[src/uri_pkg.sv]
// What this block does
// - Control bit 0 enables the serial block; when it is clear the transmit and receive pins go back to general IO.
// - All bit timing comes from the block clock and the baud setting held in the control register.
// - Control bit 4 divides the selected baud rate by eight when set, and leaves it undivided when clear.
// - Control bits 3 to 1 pick 115.2 down to 7.2 kBaud, or 14.4 down to 0.9 kBaud with the prescaler.
// - The status register is read-only, bits 15 to 2 read zero, and the two buffer flags sit in bits 1 and 0.
// - Status bit 1 shows a received byte is waiting and clears itself when software reads the data register.
// - A full receive buffer raises interrupt five, gated by the serial bit of the interrupt enable register.
// - Status bit 0 sets as soon as software writes a byte to the data register with byte lane 0 on while control bit 0 is set, showing the transmitter busy.
// - Status bit 0 clears once the written byte has been sent completely, so a new byte may be written.
// - An empty transmit buffer raises interrupt four while control bit 0 is set, gated by the serial bit of the interrupt enable register.
// - A write to the data register with byte lane 0 on, while control bit 0 is set, loads its low byte into the transmitter and starts sending it.
// - Reading the data register returns the latest received byte in the low byte, with the upper byte zero.
`default_nettype none
package uri_pkg;

   // apb decode: every printed offset is a word index, byte address is index times four
   localparam int unsigned APB_ADDR_W = 18;
   localparam int unsigned ADDR_LSB   = 2;
   localparam int unsigned IDX_W      = 16;
   localparam logic [15:0] IDX_CONTROL    = 16'hC0E0;
   localparam logic [15:0] IDX_STATUS     = 16'hC0E2;
   localparam logic [15:0] IDX_DATA       = 16'hC0E4;
   localparam logic [15:0] IDX_IRQ_ENABLE = 16'hC00E;
   localparam logic [15:0] IDX_EVT_STATUS = 16'hC110;
   localparam logic [15:0] IDX_EVT_MASK   = 16'hC112;

   // reset values and writable masks
   localparam logic [15:0] CONTROL_RESET  = 16'h0007;
   localparam logic [15:0] CONTROL_WMASK  = 16'h001F;
   localparam logic [15:0] IRQ_EN_RESET   = 16'h0000;
   localparam int unsigned IRQ_EN_SERIAL_BIT = 4;

   // timing
   localparam int unsigned CLK_HZ_DEFAULT = 125_000_000;
   localparam int unsigned DIV_W          = 24;
   localparam int unsigned PRESCALE_SHIFT = 3;
   localparam int unsigned BAUD_RATE [8]  = '{115200, 57600, 38400, 28800, 19200, 14400, 9600, 7200};
   localparam int unsigned BAUD_CODES     = 8;
   localparam logic [2:0]  LAST_DATA_BIT  = 3'h7;

   typedef struct packed {
      logic [10:0] rsvd;
      logic        prescale;
      logic [2:0]  baud;
      logic        enable;
   } uri_ctrl_type;

   // shared by the buffer flags and the sticky event bits
   typedef struct packed {
      logic rx_full;
      logic tx_full;
   } uri_flags_type;

   typedef enum logic [1:0] {
      URI_TX_IDLE  = 2'b00,
      URI_TX_START = 2'b01,
      URI_TX_DATA  = 2'b10,
      URI_TX_STOP  = 2'b11
   } uri_tx_state_type;

   typedef enum logic [1:0] {
      URI_RX_IDLE  = 2'b00,
      URI_RX_START = 2'b01,
      URI_RX_DATA  = 2'b10,
      URI_RX_STOP  = 2'b11
   } uri_rx_state_type;

   // byte-lane merge for the 16-bit registers
   function automatic logic [15:0] uri_merge_lanes(input logic [15:0] old_v, input logic [31:0] wdata,
                                                   input logic [3:0] strb);
      logic [15:0] v;
      v = old_v;
      if (strb[0]) begin
         v[7:0] = wdata[7:0];
      end
      if (strb[1]) begin
         v[15:8] = wdata[15:8];
      end
      return v;
   endfunction : uri_merge_lanes

endpackage : uri_pkg
`default_nettype wire

[src/uri_serdes.sv]
`timescale 1ns/1ps
`default_nettype none
module uri_tx (
   input  wire logic                     pclk,     // block clock
   input  wire logic                     presetn,  // async reset, low
   input  wire logic                     enable,   // serial block on
   input  wire logic [uri_pkg::DIV_W-1:0] bit_div, // clocks per bit
   input  wire logic                     load,     // start a byte
   input  wire logic [7:0]               tx_byte,  // byte to send
   output logic                          txd,      // serial out
   output logic                          done      // byte finished, pulse
);
   uri_pkg::uri_tx_state_type state_reg, state_next;
   logic [uri_pkg::DIV_W-1:0] cnt_reg, cnt_next;
   logic [2:0]                bit_reg, bit_next;
   logic [7:0]                shift_reg, shift_next;
   logic                      txd_reg, txd_next;
   logic                      bit_end;

   assign bit_end = (cnt_reg == bit_div - uri_pkg::DIV_W'(1));
   assign txd     = txd_reg;

   // framing sequencer; a fresh load restarts even mid-byte
   always_comb begin
      state_next = state_reg;
      cnt_next   = bit_end ? '0 : cnt_reg + uri_pkg::DIV_W'(1);
      bit_next   = bit_reg;
      shift_next = shift_reg;
      txd_next   = txd_reg;
      done       = 1'b0;
      case (state_reg)
         uri_pkg::URI_TX_IDLE: begin
            cnt_next = '0;
            txd_next = 1'b1;
         end
         uri_pkg::URI_TX_START: begin
            if (bit_end) begin
               state_next = uri_pkg::URI_TX_DATA;
               bit_next   = '0;
               txd_next   = shift_reg[0];
            end
         end
         uri_pkg::URI_TX_DATA: begin
            if (bit_end) begin
               if (bit_reg == uri_pkg::LAST_DATA_BIT) begin
                  state_next = uri_pkg::URI_TX_STOP;
                  txd_next   = 1'b1;
               end else begin
                  bit_next   = bit_reg + 3'h1;
                  shift_next = {1'b0, shift_reg[7:1]};
                  txd_next   = shift_reg[1];
               end
            end
         end
         uri_pkg::URI_TX_STOP: begin
            if (bit_end) begin
               state_next = uri_pkg::URI_TX_IDLE;
               done       = 1'b1;
            end
         end
         default: begin
            state_next = uri_pkg::URI_TX_IDLE;
         end
      endcase
      if (load) begin
         state_next = uri_pkg::URI_TX_START;
         cnt_next   = '0;
         shift_next = tx_byte;
         txd_next   = 1'b0;
         done       = 1'b0;
      end
      if (!enable) begin
         state_next = uri_pkg::URI_TX_IDLE;
         txd_next   = 1'b1;
         done       = 1'b0;
      end
   end

   always_ff @(posedge pclk or negedge presetn) begin
      if (!presetn) begin
         state_reg <= uri_pkg::URI_TX_IDLE;
         cnt_reg   <= '0;
         bit_reg   <= '0;
         shift_reg <= '0;
         txd_reg   <= 1'b1;
      end else begin
         state_reg <= state_next;
         cnt_reg   <= cnt_next;
         bit_reg   <= bit_next;
         shift_reg <= shift_next;
         txd_reg   <= txd_next;
      end
   end

   property p_start_bit_low;
      @(posedge pclk) disable iff (!presetn) (load && enable) |=> (!txd && state_reg == uri_pkg::URI_TX_START);
   endproperty
   a_start_bit_low: assert property (p_start_bit_low) else $error("start bit not driven after load");

endmodule : uri_tx

module uri_rx (
   input  wire logic                     pclk,     // block clock
   input  wire logic                     presetn,  // async reset, low
   input  wire logic                     enable,   // serial block on
   input  wire logic [uri_pkg::DIV_W-1:0] bit_div, // clocks per bit
   input  wire logic                     rxd,      // serial in, idles high
   output logic                          valid,    // byte ready, pulse
   output logic [7:0]                    rx_byte   // received byte
);
   uri_pkg::uri_rx_state_type state_reg, state_next;
   logic [uri_pkg::DIV_W-1:0] cnt_reg, cnt_next;
   logic [2:0]                bit_reg, bit_next;
   logic [7:0]                shift_reg, shift_next;
   logic                      bit_end, half_end;

   assign bit_end  = (cnt_reg == bit_div - uri_pkg::DIV_W'(1));
   assign half_end = (cnt_reg == (bit_div >> 1));
   assign rx_byte  = shift_reg;

   // start found at mid-bit, then one sample per bit period; bad stop drops the byte
   always_comb begin
      state_next = state_reg;
      cnt_next   = bit_end ? '0 : cnt_reg + uri_pkg::DIV_W'(1);
      bit_next   = bit_reg;
      shift_next = shift_reg;
      valid      = 1'b0;
      case (state_reg)
         uri_pkg::URI_RX_IDLE: begin
            cnt_next = '0;
            if (!rxd) begin
               state_next = uri_pkg::URI_RX_START;
            end
         end
         uri_pkg::URI_RX_START: begin
            if (half_end) begin
               cnt_next   = '0;
               bit_next   = '0;
               state_next = rxd ? uri_pkg::URI_RX_IDLE : uri_pkg::URI_RX_DATA; // glitch filter
            end
         end
         uri_pkg::URI_RX_DATA: begin
            if (bit_end) begin
               shift_next = {rxd, shift_reg[7:1]};
               bit_next   = bit_reg + 3'h1;
               if (bit_reg == uri_pkg::LAST_DATA_BIT) begin
                  state_next = uri_pkg::URI_RX_STOP;
               end
            end
         end
         uri_pkg::URI_RX_STOP: begin
            if (bit_end) begin
               state_next = uri_pkg::URI_RX_IDLE;
               valid      = rxd;
            end
         end
         default: begin
            state_next = uri_pkg::URI_RX_IDLE;
         end
      endcase
      if (!enable) begin
         state_next = uri_pkg::URI_RX_IDLE;
         valid      = 1'b0;
      end
   end

   always_ff @(posedge pclk or negedge presetn) begin
      if (!presetn) begin
         state_reg <= uri_pkg::URI_RX_IDLE;
         cnt_reg   <= '0;
         bit_reg   <= '0;
         shift_reg <= '0;
      end else begin
         state_reg <= state_next;
         cnt_reg   <= cnt_next;
         bit_reg   <= bit_next;
         shift_reg <= shift_next;
      end
   end

endmodule : uri_rx
`default_nettype wire

[src/uri_top.sv]
// The APB slave port was chosen for this implementation.
`timescale 1ns/1ps
`default_nettype none
module uri_top #(
   parameter int unsigned CLK_HZ = uri_pkg::CLK_HZ_DEFAULT // block clock rate, sets bit timing
) (
   input  wire logic                          pclk,                 // apb clock
   input  wire logic                          presetn,              // async reset, low
   input  wire logic                          psel,                 // apb select
   input  wire logic                          penable,              // apb access phase
   input  wire logic                          pwrite,               // apb direction
   input  wire logic [uri_pkg::APB_ADDR_W-1:0] paddr,               // apb byte address
   input  wire logic [31:0]                   pwdata,               // apb write data
   input  wire logic [3:0]                    pstrb,                // apb byte strobes
   output logic [31:0]                        prdata,               // apb read data
   output logic                               pready,               // apb ready
   output logic                               pslverr,              // apb error
   output logic                               irq,                  // masked sticky events
   output logic                               irq_rx_full,          // interrupt five
   output logic                               irq_tx_empty,         // interrupt four
   input  wire logic                          gpio_28_value,        // general io drive value
   input  wire logic                          gpio_28_drive,        // general io drive enable
   output logic                               general_io_pin_28_out, // transmit pin value
   output logic                               general_io_pin_28_oe,  // transmit pin enable
   input  wire logic                          general_io_pin_27_in  // receive pin
);
   uri_pkg::uri_ctrl_type   ctrl_reg, ctrl_next;
   uri_pkg::uri_flags_type  flags_reg, flags_next;
   uri_pkg::uri_flags_type  evt_reg, evt_next;
   uri_pkg::uri_flags_type  mask_reg, mask_next;
   logic [15:0]             irq_en_reg, irq_en_next;
   logic [7:0]              rx_data_reg, rx_data_next;
   logic [31:0]             prdata_reg, prdata_next;
   logic                    pslverr_reg, pslverr_next;

   logic [uri_pkg::IDX_W-1:0] idx;
   logic                      hit_ctrl, hit_stat, hit_data, hit_ien, hit_evt, hit_mask, hit_any;
   logic                      setup, wr, rd, tx_load, tx_done, rx_valid, txd, rxd_gated, serial_ien;
   logic [7:0]                rx_byte;
   logic [15:0]               rd_mux;
   logic [uri_pkg::DIV_W-1:0] div_table [uri_pkg::BAUD_CODES];
   logic [uri_pkg::DIV_W-1:0] bit_div;

   // address decode on the word index
   assign idx      = paddr[uri_pkg::IDX_W+uri_pkg::ADDR_LSB-1:uri_pkg::ADDR_LSB];
   assign hit_ctrl = (idx == uri_pkg::IDX_CONTROL);
   assign hit_stat = (idx == uri_pkg::IDX_STATUS);
   assign hit_data = (idx == uri_pkg::IDX_DATA);
   assign hit_ien  = (idx == uri_pkg::IDX_IRQ_ENABLE);
   assign hit_evt  = (idx == uri_pkg::IDX_EVT_STATUS);
   assign hit_mask = (idx == uri_pkg::IDX_EVT_MASK);
   assign hit_any  = hit_ctrl | hit_stat | hit_data | hit_ien | hit_evt | hit_mask;

   // zero wait states: read data is captured in setup so it comes from a flop
   assign setup   = psel & ~penable;
   assign wr      = psel & penable & pwrite;
   assign rd      = psel & penable & ~pwrite;
   assign pready  = 1'b1;
   assign prdata  = prdata_reg;
   assign pslverr = pslverr_reg;

   // one divisor per baud code, built at elaboration to avoid a runtime divider
   for (genvar g = 0; g < uri_pkg::BAUD_CODES; g++) begin : g_baud
      assign div_table[g] = uri_pkg::DIV_W'(CLK_HZ / uri_pkg::BAUD_RATE[g]);
   end

   // prescaler stretches every bit eight times
   assign bit_div = ctrl_reg.prescale ? uri_pkg::DIV_W'(div_table[ctrl_reg.baud] << uri_pkg::PRESCALE_SHIFT)
                                      : div_table[ctrl_reg.baud];

   // low byte only; a write with lane 0 off does not start a byte
   assign tx_load = wr & hit_data & pstrb[0] & ctrl_reg.enable;

   // receiver sees an idle line while the pins belong to general io
   assign rxd_gated = ctrl_reg.enable ? general_io_pin_27_in : 1'b1;

   uri_tx u_tx (
      .pclk    (pclk),
      .presetn (presetn),
      .enable  (ctrl_reg.enable),
      .bit_div (bit_div),
      .load    (tx_load),
      .tx_byte (pwdata[7:0]),
      .txd     (txd),
      .done    (tx_done)
   );

   uri_rx u_rx (
      .pclk    (pclk),
      .presetn (presetn),
      .enable  (ctrl_reg.enable),
      .bit_div (bit_div),
      .rxd     (rxd_gated),
      .valid   (rx_valid),
      .rx_byte (rx_byte)
   );

   // pin ownership follows the enable bit
   assign general_io_pin_28_out = ctrl_reg.enable ? txd : gpio_28_value;
   assign general_io_pin_28_oe  = ctrl_reg.enable ? 1'b1 : gpio_28_drive;

   // interrupt lines
   assign serial_ien   = irq_en_reg[uri_pkg::IRQ_EN_SERIAL_BIT];
   assign irq_rx_full  = serial_ien & flags_reg.rx_full;
   assign irq_tx_empty = serial_ien & ctrl_reg.enable & ~flags_reg.tx_full;
   assign irq          = |(evt_reg & mask_reg);

   // read mux; reserved bits read zero
   always_comb begin
      rd_mux = '0;
      if (hit_ctrl) begin
         rd_mux = ctrl_reg;
      end else if (hit_stat) begin
         rd_mux = {14'h0000, flags_reg};
      end else if (hit_data) begin
         rd_mux = {8'h00, rx_data_reg};
      end else if (hit_ien) begin
         rd_mux = irq_en_reg;
      end else if (hit_evt) begin
         rd_mux = {14'h0000, evt_reg};
      end else if (hit_mask) begin
         rd_mux = {14'h0000, mask_reg};
      end
   end

   // register file next state; in every flag a set beats a clear in the same cycle
   always_comb begin
      ctrl_next    = ctrl_reg;
      irq_en_next  = irq_en_reg;
      mask_next    = mask_reg;
      rx_data_next = rx_data_reg;
      flags_next   = flags_reg;
      evt_next     = evt_reg;
      prdata_next  = prdata_reg;
      pslverr_next = 1'b0;
      if (setup) begin
         prdata_next  = {16'h0000, rd_mux};
         pslverr_next = ~hit_any;
      end
      if (wr && hit_ctrl) begin
         // reserved bits are not stored, so sloppy writes cannot reach hidden state
         ctrl_next = uri_pkg::uri_merge_lanes(ctrl_reg, pwdata, pstrb) & uri_pkg::CONTROL_WMASK;
      end
      if (wr && hit_ien) begin
         irq_en_next = uri_pkg::uri_merge_lanes(irq_en_reg, pwdata, pstrb);
      end
      if (wr && hit_mask && pstrb[0]) begin
         mask_next = pwdata[1:0];
      end
      // a write to the event status word clears the event bits written as one
      if (wr && hit_evt && pstrb[0]) begin
         evt_next = evt_reg & ~pwdata[1:0];
      end
      if (rd && hit_data) begin
         flags_next.rx_full = 1'b0;
      end
      if (rx_valid) begin
         rx_data_next       = rx_byte;
         flags_next.rx_full = 1'b1;
         evt_next.rx_full   = 1'b1;
      end
      if (tx_done) begin
         flags_next.tx_full = 1'b0;
         evt_next.tx_full   = 1'b1;
      end
      if (tx_load) begin
         flags_next.tx_full = 1'b1;
      end
      if (!ctrl_reg.enable) begin
         flags_next.tx_full = 1'b0;
      end
   end

   always_ff @(posedge pclk or negedge presetn) begin
      if (!presetn) begin
         ctrl_reg    <= uri_pkg::CONTROL_RESET;
         irq_en_reg  <= uri_pkg::IRQ_EN_RESET;
         mask_reg    <= '0;
         evt_reg     <= '0;
         flags_reg   <= '0;
         rx_data_reg <= '0;
         prdata_reg  <= '0;
         pslverr_reg <= 1'b0;
      end else begin
         ctrl_reg    <= ctrl_next;
         irq_en_reg  <= irq_en_next;
         mask_reg    <= mask_next;
         evt_reg     <= evt_next;
         flags_reg   <= flags_next;
         rx_data_reg <= rx_data_next;
         prdata_reg  <= prdata_next;
         pslverr_reg <= pslverr_next;
      end
   end

   property p_disable_frees_pins;
      @(posedge pclk) disable iff (!presetn)
         !ctrl_reg.enable |-> (general_io_pin_28_out == gpio_28_value) && (general_io_pin_28_oe == gpio_28_drive)
                              ##1 (!flags_reg.tx_full && !u_tx.done);
   endproperty
   a_disable_frees_pins: assert property (p_disable_frees_pins) else $error("pins not released");

   property p_undivided_rate;
      @(posedge pclk) disable iff (!presetn)
         (!ctrl_reg.prescale && ctrl_reg.baud == 3'h0) |-> bit_div == uri_pkg::DIV_W'(CLK_HZ / 115200);
   endproperty
   a_undivided_rate: assert property (p_undivided_rate) else $error("wrong undivided bit period");

   property p_prescaled_rate;
      @(posedge pclk) disable iff (!presetn)
         ctrl_reg.prescale |-> bit_div == uri_pkg::DIV_W'(div_table[ctrl_reg.baud] * 8);
   endproperty
   a_prescaled_rate: assert property (p_prescaled_rate) else $error("prescaler not eight");

   property p_status_upper_zero;
      @(posedge pclk) disable iff (!presetn)
         (setup && !pwrite && hit_stat) |=> prdata[31:2] == 30'h00000000 && prdata[1:0] == $past(flags_reg);
   endproperty
   a_status_upper_zero: assert property (p_status_upper_zero) else $error("status read wrong");

   property p_rx_clear_on_read;
      @(posedge pclk) disable iff (!presetn)
         (rd && hit_data && !rx_valid) |=> !flags_reg.rx_full ##0 !irq_rx_full;
   endproperty
   a_rx_clear_on_read: assert property (p_rx_clear_on_read) else $error("receive flag not cleared");

   property p_rx_full_irq;
      @(posedge pclk) disable iff (!presetn)
         (rx_valid && serial_ien && !(wr && hit_ien)) |=> flags_reg.rx_full && irq_rx_full;
   endproperty
   a_rx_full_irq: assert property (p_rx_full_irq) else $error("interrupt five missing");

   property p_tx_busy_on_write;
      @(posedge pclk) disable iff (!presetn)
         tx_load |=> flags_reg.tx_full && !irq_tx_empty;
   endproperty
   a_tx_busy_on_write: assert property (p_tx_busy_on_write) else $error("transmit flag not set");

   property p_tx_clear_when_sent;
      @(posedge pclk) disable iff (!presetn)
         (tx_done && !tx_load) |=> !flags_reg.tx_full && (irq_tx_empty == (serial_ien && ctrl_reg.enable));
   endproperty
   a_tx_clear_when_sent: assert property (p_tx_clear_when_sent) else $error("transmit flag stuck");

   property p_data_read_value;
      @(posedge pclk) disable iff (!presetn)
         (setup && !pwrite && hit_data) |=> prdata == {24'h000000, $past(rx_data_reg)};
   endproperty
   a_data_read_value: assert property (p_data_read_value) else $error("data read wrong");

   property p_status_write_ignored;
      @(posedge pclk) disable iff (!presetn)
         (wr && hit_stat && !rx_valid && !tx_done && !tx_load && ctrl_reg.enable) |=> $stable(flags_reg);
   endproperty
   a_status_write_ignored: assert property (p_status_write_ignored) else $error("status write changed flags");

endmodule : uri_top
`default_nettype wire

[config.mk]
export PLATFORM = sky130hd
export DESIGN_NAME = uri_top
export DESIGN_NICKNAME = d
export VERILOG_FILES = /design/src/uri_pkg.sv /design/src/uri_serdes.sv /design/src/uri_top.sv
export SDC_FILE = /design/constraint.sdc
export NUM_CORES = 1
export LEC_CHECK = 0
export ABC_AREA = 1
export BUFFER_PORTS_ARGS = -buffer_cell sky130_fd_sc_hd__buf_2
export CAP_MARGIN = 20
export CORE_ASPECT_RATIO = 1.2
export CORE_MARGIN = 2
export CORE_UTILIZATION = 56
export CTS_CLUSTER_DIAMETER = 80
export DETAILED_ROUTE_END_ITERATION = 10
export PLACE_DENSITY_LB_ADDON = 0.3
export SKIP_CTS_REPAIR_TIMING = 1
export SYNTH_ARGS = -nofsm -noshare
export SYNTH_HDL_FRONTEND = slang
export SYNTH_SLANG_ARGS = --single-unit
[constraint.sdc]
create_clock -name pclk -period 3.5 [get_ports pclk]
set_input_delay 0.175 -clock pclk [delete_from_list [all_inputs] [get_ports pclk]]
set_output_delay 0.175 -clock pclk [all_outputs]
set_load 0.05 [all_outputs]
# Word-level counts from Yosys, hierarchy flattened
# Memory sizes are Yosys's and may differ from the RTL's.
# Cells that the tools add are included.
word_totals:
  regBits: 127
  romBits: 192
  inputBits: 62
  elab_cells: 181
  n_memories: 1
memory_table:
  columns: ["memory", "depth", "word_bits", "read_ports", "rd_clocked_by_memory_dff", "wr", "line_no", "source"]
  rows:
  - ["(no name shown)", 8, 24, 1, 0, 0, "uri_top.sv:69", ": div_table[ctrl_reg.baud];"]
classes:
  n_addsub: 5
  n_lt_le_gt_ge: 1
  eq_ne: 35
  n_mux: 66
  bitwise: 23
  n_reduce_logical: 27
ops:
  columns: ["operator", "count"]
  rows:
  - ["24-bit two-way mux", 8]
  - ["16-bit equality test, second input constant", 6]
  - ["16-bit two-way mux", 4]
  - ["24-bit by 1-bit adder with 24-bit output, second input constant", 2]
  - ["24-bit equality test", 2]
  - ["24-bit case mux with 2 select lines", 1]
  - ["2-bit two-way mux", 16]
  - ["8-bit two-way mux", 4]
  - ["24-bit by 23-bit equality test with 1-bit output", 1]
  - ["24-bit by 1-bit subtractor with 24-bit output, second input constant", 1]
  - ["1-bit two-way mux", 23]
  - ["4-bit by 3-bit != test with 1-bit output, second input constant", 4]
  - ["3-bit two-way mux", 5]
  - ["2-bit nonzero test", 7]
  - ["3-bit by 2-bit != test with 1-bit output, second input constant", 4]
  - ["3-bit case mux with 2 select lines", 2]
  - ["1-bit AND", 10]
  - ["5-bit by 1-bit != test with 1-bit output, second input constant", 2]
  - ["5-bit AND reduction", 2]
  - ["3-bit AND reduction", 3]
  - ["2-bit equality test, second input constant", 4]
  - ["2-bit by 1-bit != test with 1-bit output, second input constant", 4]
  - ["2-bit case mux with 4 select lines", 1]
  - ["2-bit AND reduction", 4]
  - ["other kinds (18)", 37]

# Depth between registers and ports, before layout
# Gate-level depths: netlist of run 1.
logic_depth:
  word_depth: 14
  ltp_mapped: 21
  mapped_depth_nobuf: 20

# Hierarchy
# A second synthesis of run 1 with hierarchy kept.
hier_totals:
  hier_cells: 1384
  hier_area_um2: 9559.2
modules_own_cells:
  columns: ["mod", "instances", "cells_each", "area_per_inst_um2"]
  rows:
  - ["uri_rx", 1, 516, 3364.5]
  - ["uri_tx", 1, 481, 3193.1]
  - ["uri_top", 1, 387, 3001.6]

# Worst setup path after synthesis of run 1
# Ideal clock, no wire load.
synth_timing:
  kind: "register to register"
  start: "register ctrl_reg[2] in the netlist's numbering"
  end: "register u_rx.shift_reg[5] (netlist: u_rx.rx_byte[5])"
  arrival_time_ps: 2795
  required_time_ps: 3382
  slack_ps: 587
  path_stages_with_launch: 20
  path_buffers: 3
  period_less_slack_ps: 2913
  path_cell_list: "dfstp_2 -> inv_1 -> ha_1 -> inv_1 -> nand2_1 -> nand3_2 -> ha_1 -> clkbuf_1 -> nand4_2 -> nand2_2 -> nand2_1 -> nand2_1 -> nand2_1 -> nor2_2 -> nand4_2 -> or2_1 -> buf_6 -> buf_6 -> nand2_1 -> o21ai_2"
synth_via:
  elab_chain_len: 8
synth_lines:
  columns: ["element", "line_no", "source"]
  rows:
  - ["start: declaration", "uri_top.sv:27", "uri_pkg::uri_ctrl_type ctrl_reg, ctrl_next;"]
  - ["start signal: assignment", "uri_top.sv:176", "ctrl_reg <= uri_pkg::CONTROL_RESET;"]
  - ["start signal: assignment", "uri_top.sv:185", "ctrl_reg <= ctrl_next;"]
  - ["3-bit NOT with 4-bit output (implied by the code)", "uri_top.sv:68, uri_top.sv:69", null]
  - ["memory 8 x 24 bit", null, null]
  - ["24-bit two-way mux (implied by the code) (2 in a row)", "uri_top.sv:69", null]
  - ["24-bit two-way mux", "uri_top.sv:68", "assign bit_div = ctrl_reg.prescale ? uri_pkg::DIV_W'(div_table[ctrl_reg.baud] << uri_pkg::PRESCALE_SHIFT)"]
  - ["24-bit by 1-bit subtractor with 24-bit output", "uri_serdes.sv:117", "assign bit_end = (cnt_reg == bit_div - uri_pkg::DIV_W'(1));"]
  - ["24-bit equality test", "uri_serdes.sv:117", null]
  - ["2-bit AND reduction (no line)", null, null]
  - ["end signal: assignment", "uri_serdes.sv:177", "shift_reg <= shift_next;"]
  - ["end: declaration", "uri_serdes.sv:114", "logic [7:0] shift_reg, shift_next;"]
# No other way between the ends. The select of a mux whose other input is x is not followed.
# A chain may end at the register's enable or synchronous reset.

# Worst setup path after layout of run 1
layout_timing:
  start: "register ctrl_reg[2] in the netlist's numbering"
  end: "register u_tx.cnt_reg[15] in the netlist's numbering"
layout_via:
  elab_chain_len: 10
layout_lines:
  columns: ["element", "line_no", "source"]
  rows:
  - ["3-bit NOT with 4-bit output (implied by the code)", "uri_top.sv:68, uri_top.sv:69", null]
  - ["memory 8 x 24 bit", null, null]
  - ["24-bit two-way mux (implied by the code) (2 in a row)", "uri_top.sv:69", null]
  - ["24-bit two-way mux", "uri_top.sv:68", null]
  - ["24-bit by 1-bit subtractor with 24-bit output", "uri_serdes.sv:20", "assign bit_end = (cnt_reg == bit_div - uri_pkg::DIV_W'(1));"]
  - ["24-bit equality test", "uri_serdes.sv:20", null]
  - ["24-bit two-way mux", "uri_serdes.sv:26", "cnt_next = bit_end ? '0 : cnt_reg + uri_pkg::DIV_W'(1);"]
  - ["24-bit two-way mux", "uri_serdes.sv:31", "case (state_reg)"]
  - ["24-bit two-way mux", "uri_serdes.sv:65", "if (load) begin"]
  - ["named net u_tx.cnt_next, one bit", "uri_serdes.sv:14", "logic [uri_pkg::DIV_W-1:0] cnt_reg, cnt_next;"]
  - ["end signal: assignment", "uri_serdes.sv:88", "cnt_reg <= cnt_next;"]
  - ["end: declaration", "uri_serdes.sv:14", null]
# The timed path passes the listed nets, and every way through them passes these cells. The select of a mux whose other input is x is not followed.

==> results of run 1 <==
[cells in the final DEF (no fill, tap or decap), types with 6 or more instances in the layout]
cell type / synthesis / layout
a21oi_1: 18 / 18
buf_2: 6 / 62
dfrtp_1: 123 / 123
xor2_1: 44 / 44
conb_1: 2 / 17
nand2_1: 295 / 295
or2_2: 6 / 6
mux2_2: 10 / 10
ha_1: 22 / 21
nand3_2: 8 / 7
dlygate4sd3_1: 0 / 9
nand2_2: 9 / 8
nor4_1: 9 / 9
o21ai_2: 13 / 12
inv_1: 142 / 142
o21ai_1: 7 / 8
clkbuf_16: 0 / 17
buf_4: 19 / 7
nand3_1: 115 / 115
nor3_1: 36 / 36
nor2_1: 88 / 86
o21ai_0: 58 / 57
nand4_1: 32 / 32
[through the flow]
stage / cells / setup slack [ns]
2_1_floorplan: 1161 / 0.587
3_3_place_gp: 1393 / 0.156
3_5_place_dp: 1393 / 0.0894
4_1_cts: 1425 / 0.00538
5_1_grt: 1434 / 0.00492
6_report: 1434 / 0.313
[where the power goes]
part	switching (mW)	internal (mW)	total, mW
registers	0.000157	1.47	1.47
clock network	0.726	1.15	1.88
logic	0.107	0.0337	0.141
[how the worst max path moves through the flow]
| stage | from | end | cells past startpoint |
|---|---|---|---|
| finish | ctrl_reg[2]$_DFFE_PN1P_ | u_tx.cnt_reg[15]$_DFF_PN0_ | 17 |
| global route | ctrl_reg[2]$_DFFE_PN1P_ | u_tx.state_reg[0]$_DFFE_PN0P_ | 19 |
| CTS | ctrl_reg[2]$_DFFE_PN1P_ | u_rx.rx_byte[0]$_DFFE_PN0P_ | 16 |
| detailed placement | ctrl_reg[2]$_DFFE_PN1P_ | u_rx.rx_byte[0]$_DFFE_PN0P_ | 16 |
| global placement | ctrl_reg[2]$_DFFE_PN1P_ | u_rx.rx_byte[6]$_DFFE_PN0P_ | 16 |
| floorplan | ctrl_reg[2]$_DFFE_PN1P_ | u_rx.rx_byte[5]$_DFFE_PN0P_ | 19 |
[worst max-delay path, stage by stage, from the launching register on]
cell     delay [ns]
dfstp_2        0.63
inv_1          0.14
ha_1           0.33
inv_1          0.04
nand2_1        0.11
nand3_2        0.12
ha_2           0.37
xnor2_1        0.07
nor2_1         0.12
nand2_1        0.06
nor2_1         0.13
nand4_1        0.09
nor2_1         0.10
nand2_1        0.08
nor2_2         0.14
nand4_4        0.16
nand2_4        0.25
nor3_1         0.07
[logic make-up after synthesis]
family	synth area share [%]
adders and majority gates	3.25
DFF	37.5
muxes	1.56
and+or+nand+nor	34.4
buffers and inverters	9.83
xor gates and xnor gates	5.06
AOI/OAI and AO/OA	8.26
other	0.0886
[routing by layer]
layer  vias to the layer above  GRT usage [%]  part of all wire [%]  wire, µm
li1                       3857              -                     -         -
met1                      3688           33.5                    42      8880
met2                       214           45.4                    50     10700
met3                        50           4.50                   4.1       879
met4                         0           13.2                   3.6       765
met5                         -              0                     0         0
[layout make-up]
| cell class | instances | area (µm²) | area share (%) |
|---|---|---|---|
| clock buffer | 18 | 439 | 4.55 |
| clock inverter | 14 | 180 | 1.87 |
| inverter | 147 | 552 | 5.72 |
| multi-input combinational | 845 | 4570 | 47.3 |
| sequential | 127 | 3180 | 33.0 |
| tap | 204 | 255 | 2.64 |
| timing repair buffer | 79 | 473 | 4.90 |
==> flow_summary.ini, run 1 <==
[status]
status = finished, violations left
violations = hold timing

[timing]
finalWorstPathRequiredPeriod_ns = 3.19
timing.final.max_slew_violations = 0
finalSetupTns_ns = 0
rsz0062_at_grt = no
worstMarginPinSlew_ns = 0.770
setup_viol = 0
hold_viol = 1
max_freq_mhz = 314
finalClockSkew_ns = 0.0138
slew_headroom_pct = 48.2
whs_ns = -0.00366
timing.final.crit_share_pct = 91.1

[synth]
synth_flop_cell = dfrtp_1
syn_inst = 1146
synth_top_cell_by_area = dfrtp_1
yosysUniqueCellTypes = 54
synth_seq_cells = 127
ys_warn_count = 0
synth_common_cells = 295 x nand2_1, 142 x inv_1, 123 x dfrtp_1
synth.cell_area_um2 = 8480
synthTopCellsByArea = dfrtp_1 36%, nand2_1 13%, nand3_1 6.8%
yosysMostFrequentCell = nand2_1
postSynth.asyncResetShare_pct = 100
syn_avg_cell_area_um2 = 7.40
synth_top_area_share_pct = 36.3
ys_seq_area_share_pct = 37.5
synth_edf_count = 0

[drt]
via_count = 7809
detail_route.wl_per_cell_um = 14.8
first_iter_violations = 545
viasPerCell = 5.45
wirelength_um = 21200
drc_errors = 0
first_pass_iters = 5
drtAntennaViolNets = 0

[pwr]
p_leak_nw = 4.80
vdd_drop_max_uv = 334
p_total_mw = 3.49
powerDensity_nw_per_um2 = 361

[floorplanning]
die_area_um2 = 16100
io_pins = 101
num_rows = 49
die_w_um = 116
core_area_um2 = 14900
initial_core_util_pct = 56.9
die_h_um = 139

[job]
drv_cap = 0

[placement]
portBuffers = 63
dpl_cell_area_um2 = 8890
gp_routability_congestion = 0.936
hpwl_um = 15700

[cts]
htree_num_levels = 4
cts_root_buf = clkbuf_16
ctsLongestPathBuffers = 2
clock_sink_count = 127
cts_tree = done
clkSlewWorstSetupHoldPaths_ns = 0.06
clk_latency_ns = 0.43
cts_made_buffers = 17

[worst_hold_path]
min_path_type = input pin to flop
hp-start = pwdata[6]
holdPathStages = 2
min_to = irq_en_reg[6]$_DFFE_PN0P_

[cells_and_area]
fin_nets = 1301
fill_cells = 1333
syn2layout_area_growth_pct = 13.8
utilization_pct = 64.8
fin_area_um2 = 9650
antenna_cells = 0
drive_gt1_share_pct = 14.8

[critical_path]
critPathKind = flop to flop
crit_path_end_kind = flop
worstPathArrival_ns = 3.48
cp_max_fo = 19
crit_required_ns = 3.79
rr_worst_depth = 17
critical_path.startpoint_type = flop
rr_endpoint = u_tx.cnt_reg[15]$_DFF_PN0_
r2r-start = ctrl_reg[2]$_DFFE_PN1P_
reg2reg_slack_ns = 0.31

[global_route]
globalRouteTotalUtil_pct = 27.1
grt-ovfl-total = 0
grt_pass1_wl_um = 34800
grt_pass1_vias = 7419
antenna_found_initial = 0
grt_max_degree = 76
Power figures use the tool's default switching activity.
==> inputs of run 2 (changes only) <==
--- a/config.mk
+++ b/config.mk
@@ -14,6 +14,7 @@
 export CTS_CLUSTER_DIAMETER = 80
 export DETAILED_ROUTE_END_ITERATION = 10
 export PLACE_DENSITY_LB_ADDON = 0.3
+export RECOVER_POWER = 25
 export SKIP_CTS_REPAIR_TIMING = 1
 export SYNTH_ARGS = -nofsm -noshare
 export SYNTH_HDL_FRONTEND = slang
==> flow_summary.ini, run 2 (synthesis results as in run 1) <==
[floorplanning]
die_w_um = 116
die_h_um = 139
num_rows = 49
die_area_um2 = 16100
initial_core_util_pct = 56.9
io_pins = 101
core_area_um2 = 14900

[cells_and_area]
antenna_cells = 0
layout_common_cells = 295 x nand2_1, 142 x inv_1, 123 x dfrtp_1
seqCellArea_um2 = 3180
drive_gt1_share_pct = 13.4
syn2layout_area_growth_pct = 13.5
multi_input_area_um2 = 4570
fin_nets = 1301
fill_cells = 1344
final_common_cell = nand2_1
fin_cells = 1434

[global_route]
grt_pass1_vias = 7419
grt_pass1_wl_um = 34800
antenna_found_initial = 0
grt_max_degree = 76
globalRouteTotalUtil_pct = 27.1
grt-ovfl-total = 0

[worst_hold_path]
holdPathStages = 2
hp-start = pwdata[6]
min_to = irq_en_reg[6]$_DFFE_PN0P_
min_path_type = input pin to flop

[cts]
cts_made_buffers = 17
clkSlewWorstSetupHoldPaths_ns = 0.06
clk_latency_ns = 0.44
ctsLongestPathBuffers = 2
cts_tree = done
cts_root_buf = clkbuf_16
htree_num_levels = 4
clock_sink_count = 127

[drt]
drtAntennaViolNets = 0
wirelength_um = 21200
viasPerCell = 5.45
first_iter_violations = 544
via_count = 7814
detail_route.wl_per_cell_um = 14.8
drc_errors = 0
first_pass_iters = 5

[pwr]
vdd_drop_max_uv = 334
p_comb_share_pct = 4.0
clock_power_share_pct = 53.9
p_leak_nw = 4.73
sequentialPowerShare_pct = 42.1
p_total_mw = 3.49
netSwitchingFraction_pct = 23.9
p_int_mw = 2.65
p_sw_mw = 0.835
powerDensity_nw_per_um2 = 362

[job]
drv_cap = 0

[timing]
finalClockSkew_ns = 0.0142
rsz0062_at_grt = no
whs_ns = -0.00442
timing.final.crit_share_pct = 90.9
setup_viol = 0
worstMarginPinSlew_ns = 1.40
finalSetupTns_ns = 0
slew_headroom_pct = 6.95
finalWorstPathRequiredPeriod_ns = 3.18
timing.final.max_slew_violations = 0
max_freq_mhz = 314
hold_viol = 1

[critical_path]
rr_worst_depth = 17
cpPeakStageDelay_ns = 0.63
r2r-start = ctrl_reg[2]$_DFFE_PN1P_
cp_max_fo = 19
reg2reg_slack_ns = 0.32
rr_endpoint = u_tx.cnt_reg[15]$_DFF_PN0_
crit_required_ns = 3.80
crit_path_end_kind = flop
path_cells = inv_1, ha_1, inv_1, nand2_1, nand3_2, ha_2, xnor2_1, nor2_1, nand2_1, nor2_1, nand4_1, nor2_1, nand2_1, nor2_2, nand4_4, nand2_4, nor3_1
critPathKind = flop to flop
crit_slowest_cell = dfstp_2
critical_path.startpoint_type = flop
worstPathArrival_ns = 3.48

[status]
status = finished, violations left
violations = hold timing

[placement]
hpwl_um = 15700
portBuffers = 63
dp.cells = 1393
gp_routability_congestion = 0.936
run 2: changes by cell type in the layout (fill, tap and decap cells not counted), sizes merged:
cell / delta
clkbuf: +18
buf: -18
run 2: how the worst max path moves through the flow:
stage                                       start                       endpoint  slack, ns
after floorplan           ctrl_reg[2]$_DFFE_PN1P_    u_rx.rx_byte[5]$_DFFE_PN0P_       0.59
after global placement    ctrl_reg[2]$_DFFE_PN1P_    u_rx.rx_byte[6]$_DFFE_PN0P_       0.16
after detailed placement  ctrl_reg[2]$_DFFE_PN1P_    u_rx.rx_byte[0]$_DFFE_PN0P_       0.09
after CTS                 ctrl_reg[2]$_DFFE_PN1P_    u_rx.rx_byte[0]$_DFFE_PN0P_      0.005
after global routing      ctrl_reg[2]$_DFFE_PN1P_  u_tx.state_reg[0]$_DFFE_PN0P_      0.005
final                     ctrl_reg[2]$_DFFE_PN1P_     u_tx.cnt_reg[15]$_DFF_PN0_       0.32
run 2: metal layers:
metal	up-vias	wire [µm]	track usage (%)	share of wire (%)
met2	208	10700	45.4	50
met4	0	767	13.2	3.6
met3	52	802	4.50	3.8
li1	3855	-	-	-
met5	-	0	0	0
met1	3699	8920	33.5	42
run 2: worst max-delay path: cells and delay by family (launching register included):
kind                       cells  cell delay, ns
xor gates and xnor gates       1            0.07
adders and majority gates      2            0.70
buffers and inverters          2            0.18
DFF                            1            0.63
and+or+nand+nor               12            1.43
run 2: metrics by stage:
stage	setup slack (ns)	utilization (%)	area, µm²
after detailed placement	0.0894	59.7	8890
after floorplan	0.587	-	8540
after CTS	0.00538	63.9	9510
final	0.318	64.6	9630
after global routing	0.00492	64.6	9630
after global placement	0.156	59.7	8890
run 2: layout make-up:
type / count / area share, %
Sequential cell: 127 / 33.1
Clock buffer: 18 / 4.56
Inverter: 147 / 5.73
Clock inverter: 14 / 1.87
Timing Repair Buffer: 79 / 4.67
Tap cell: 204 / 2.65
Multi-Input combinational cell: 845 / 47.5
run 2: power groups by stage:
stage          registers [mW]  clock network, mW  logic, mW
2_1_floorplan            1.50                  0     0.0789
3_3_place_gp             1.50                  0      0.133
3_5_place_dp             1.50                  0      0.134
4_1_cts                  1.47               1.90      0.135
5_1_grt                  1.47               1.95      0.156
6_report                 1.47               1.88      0.140
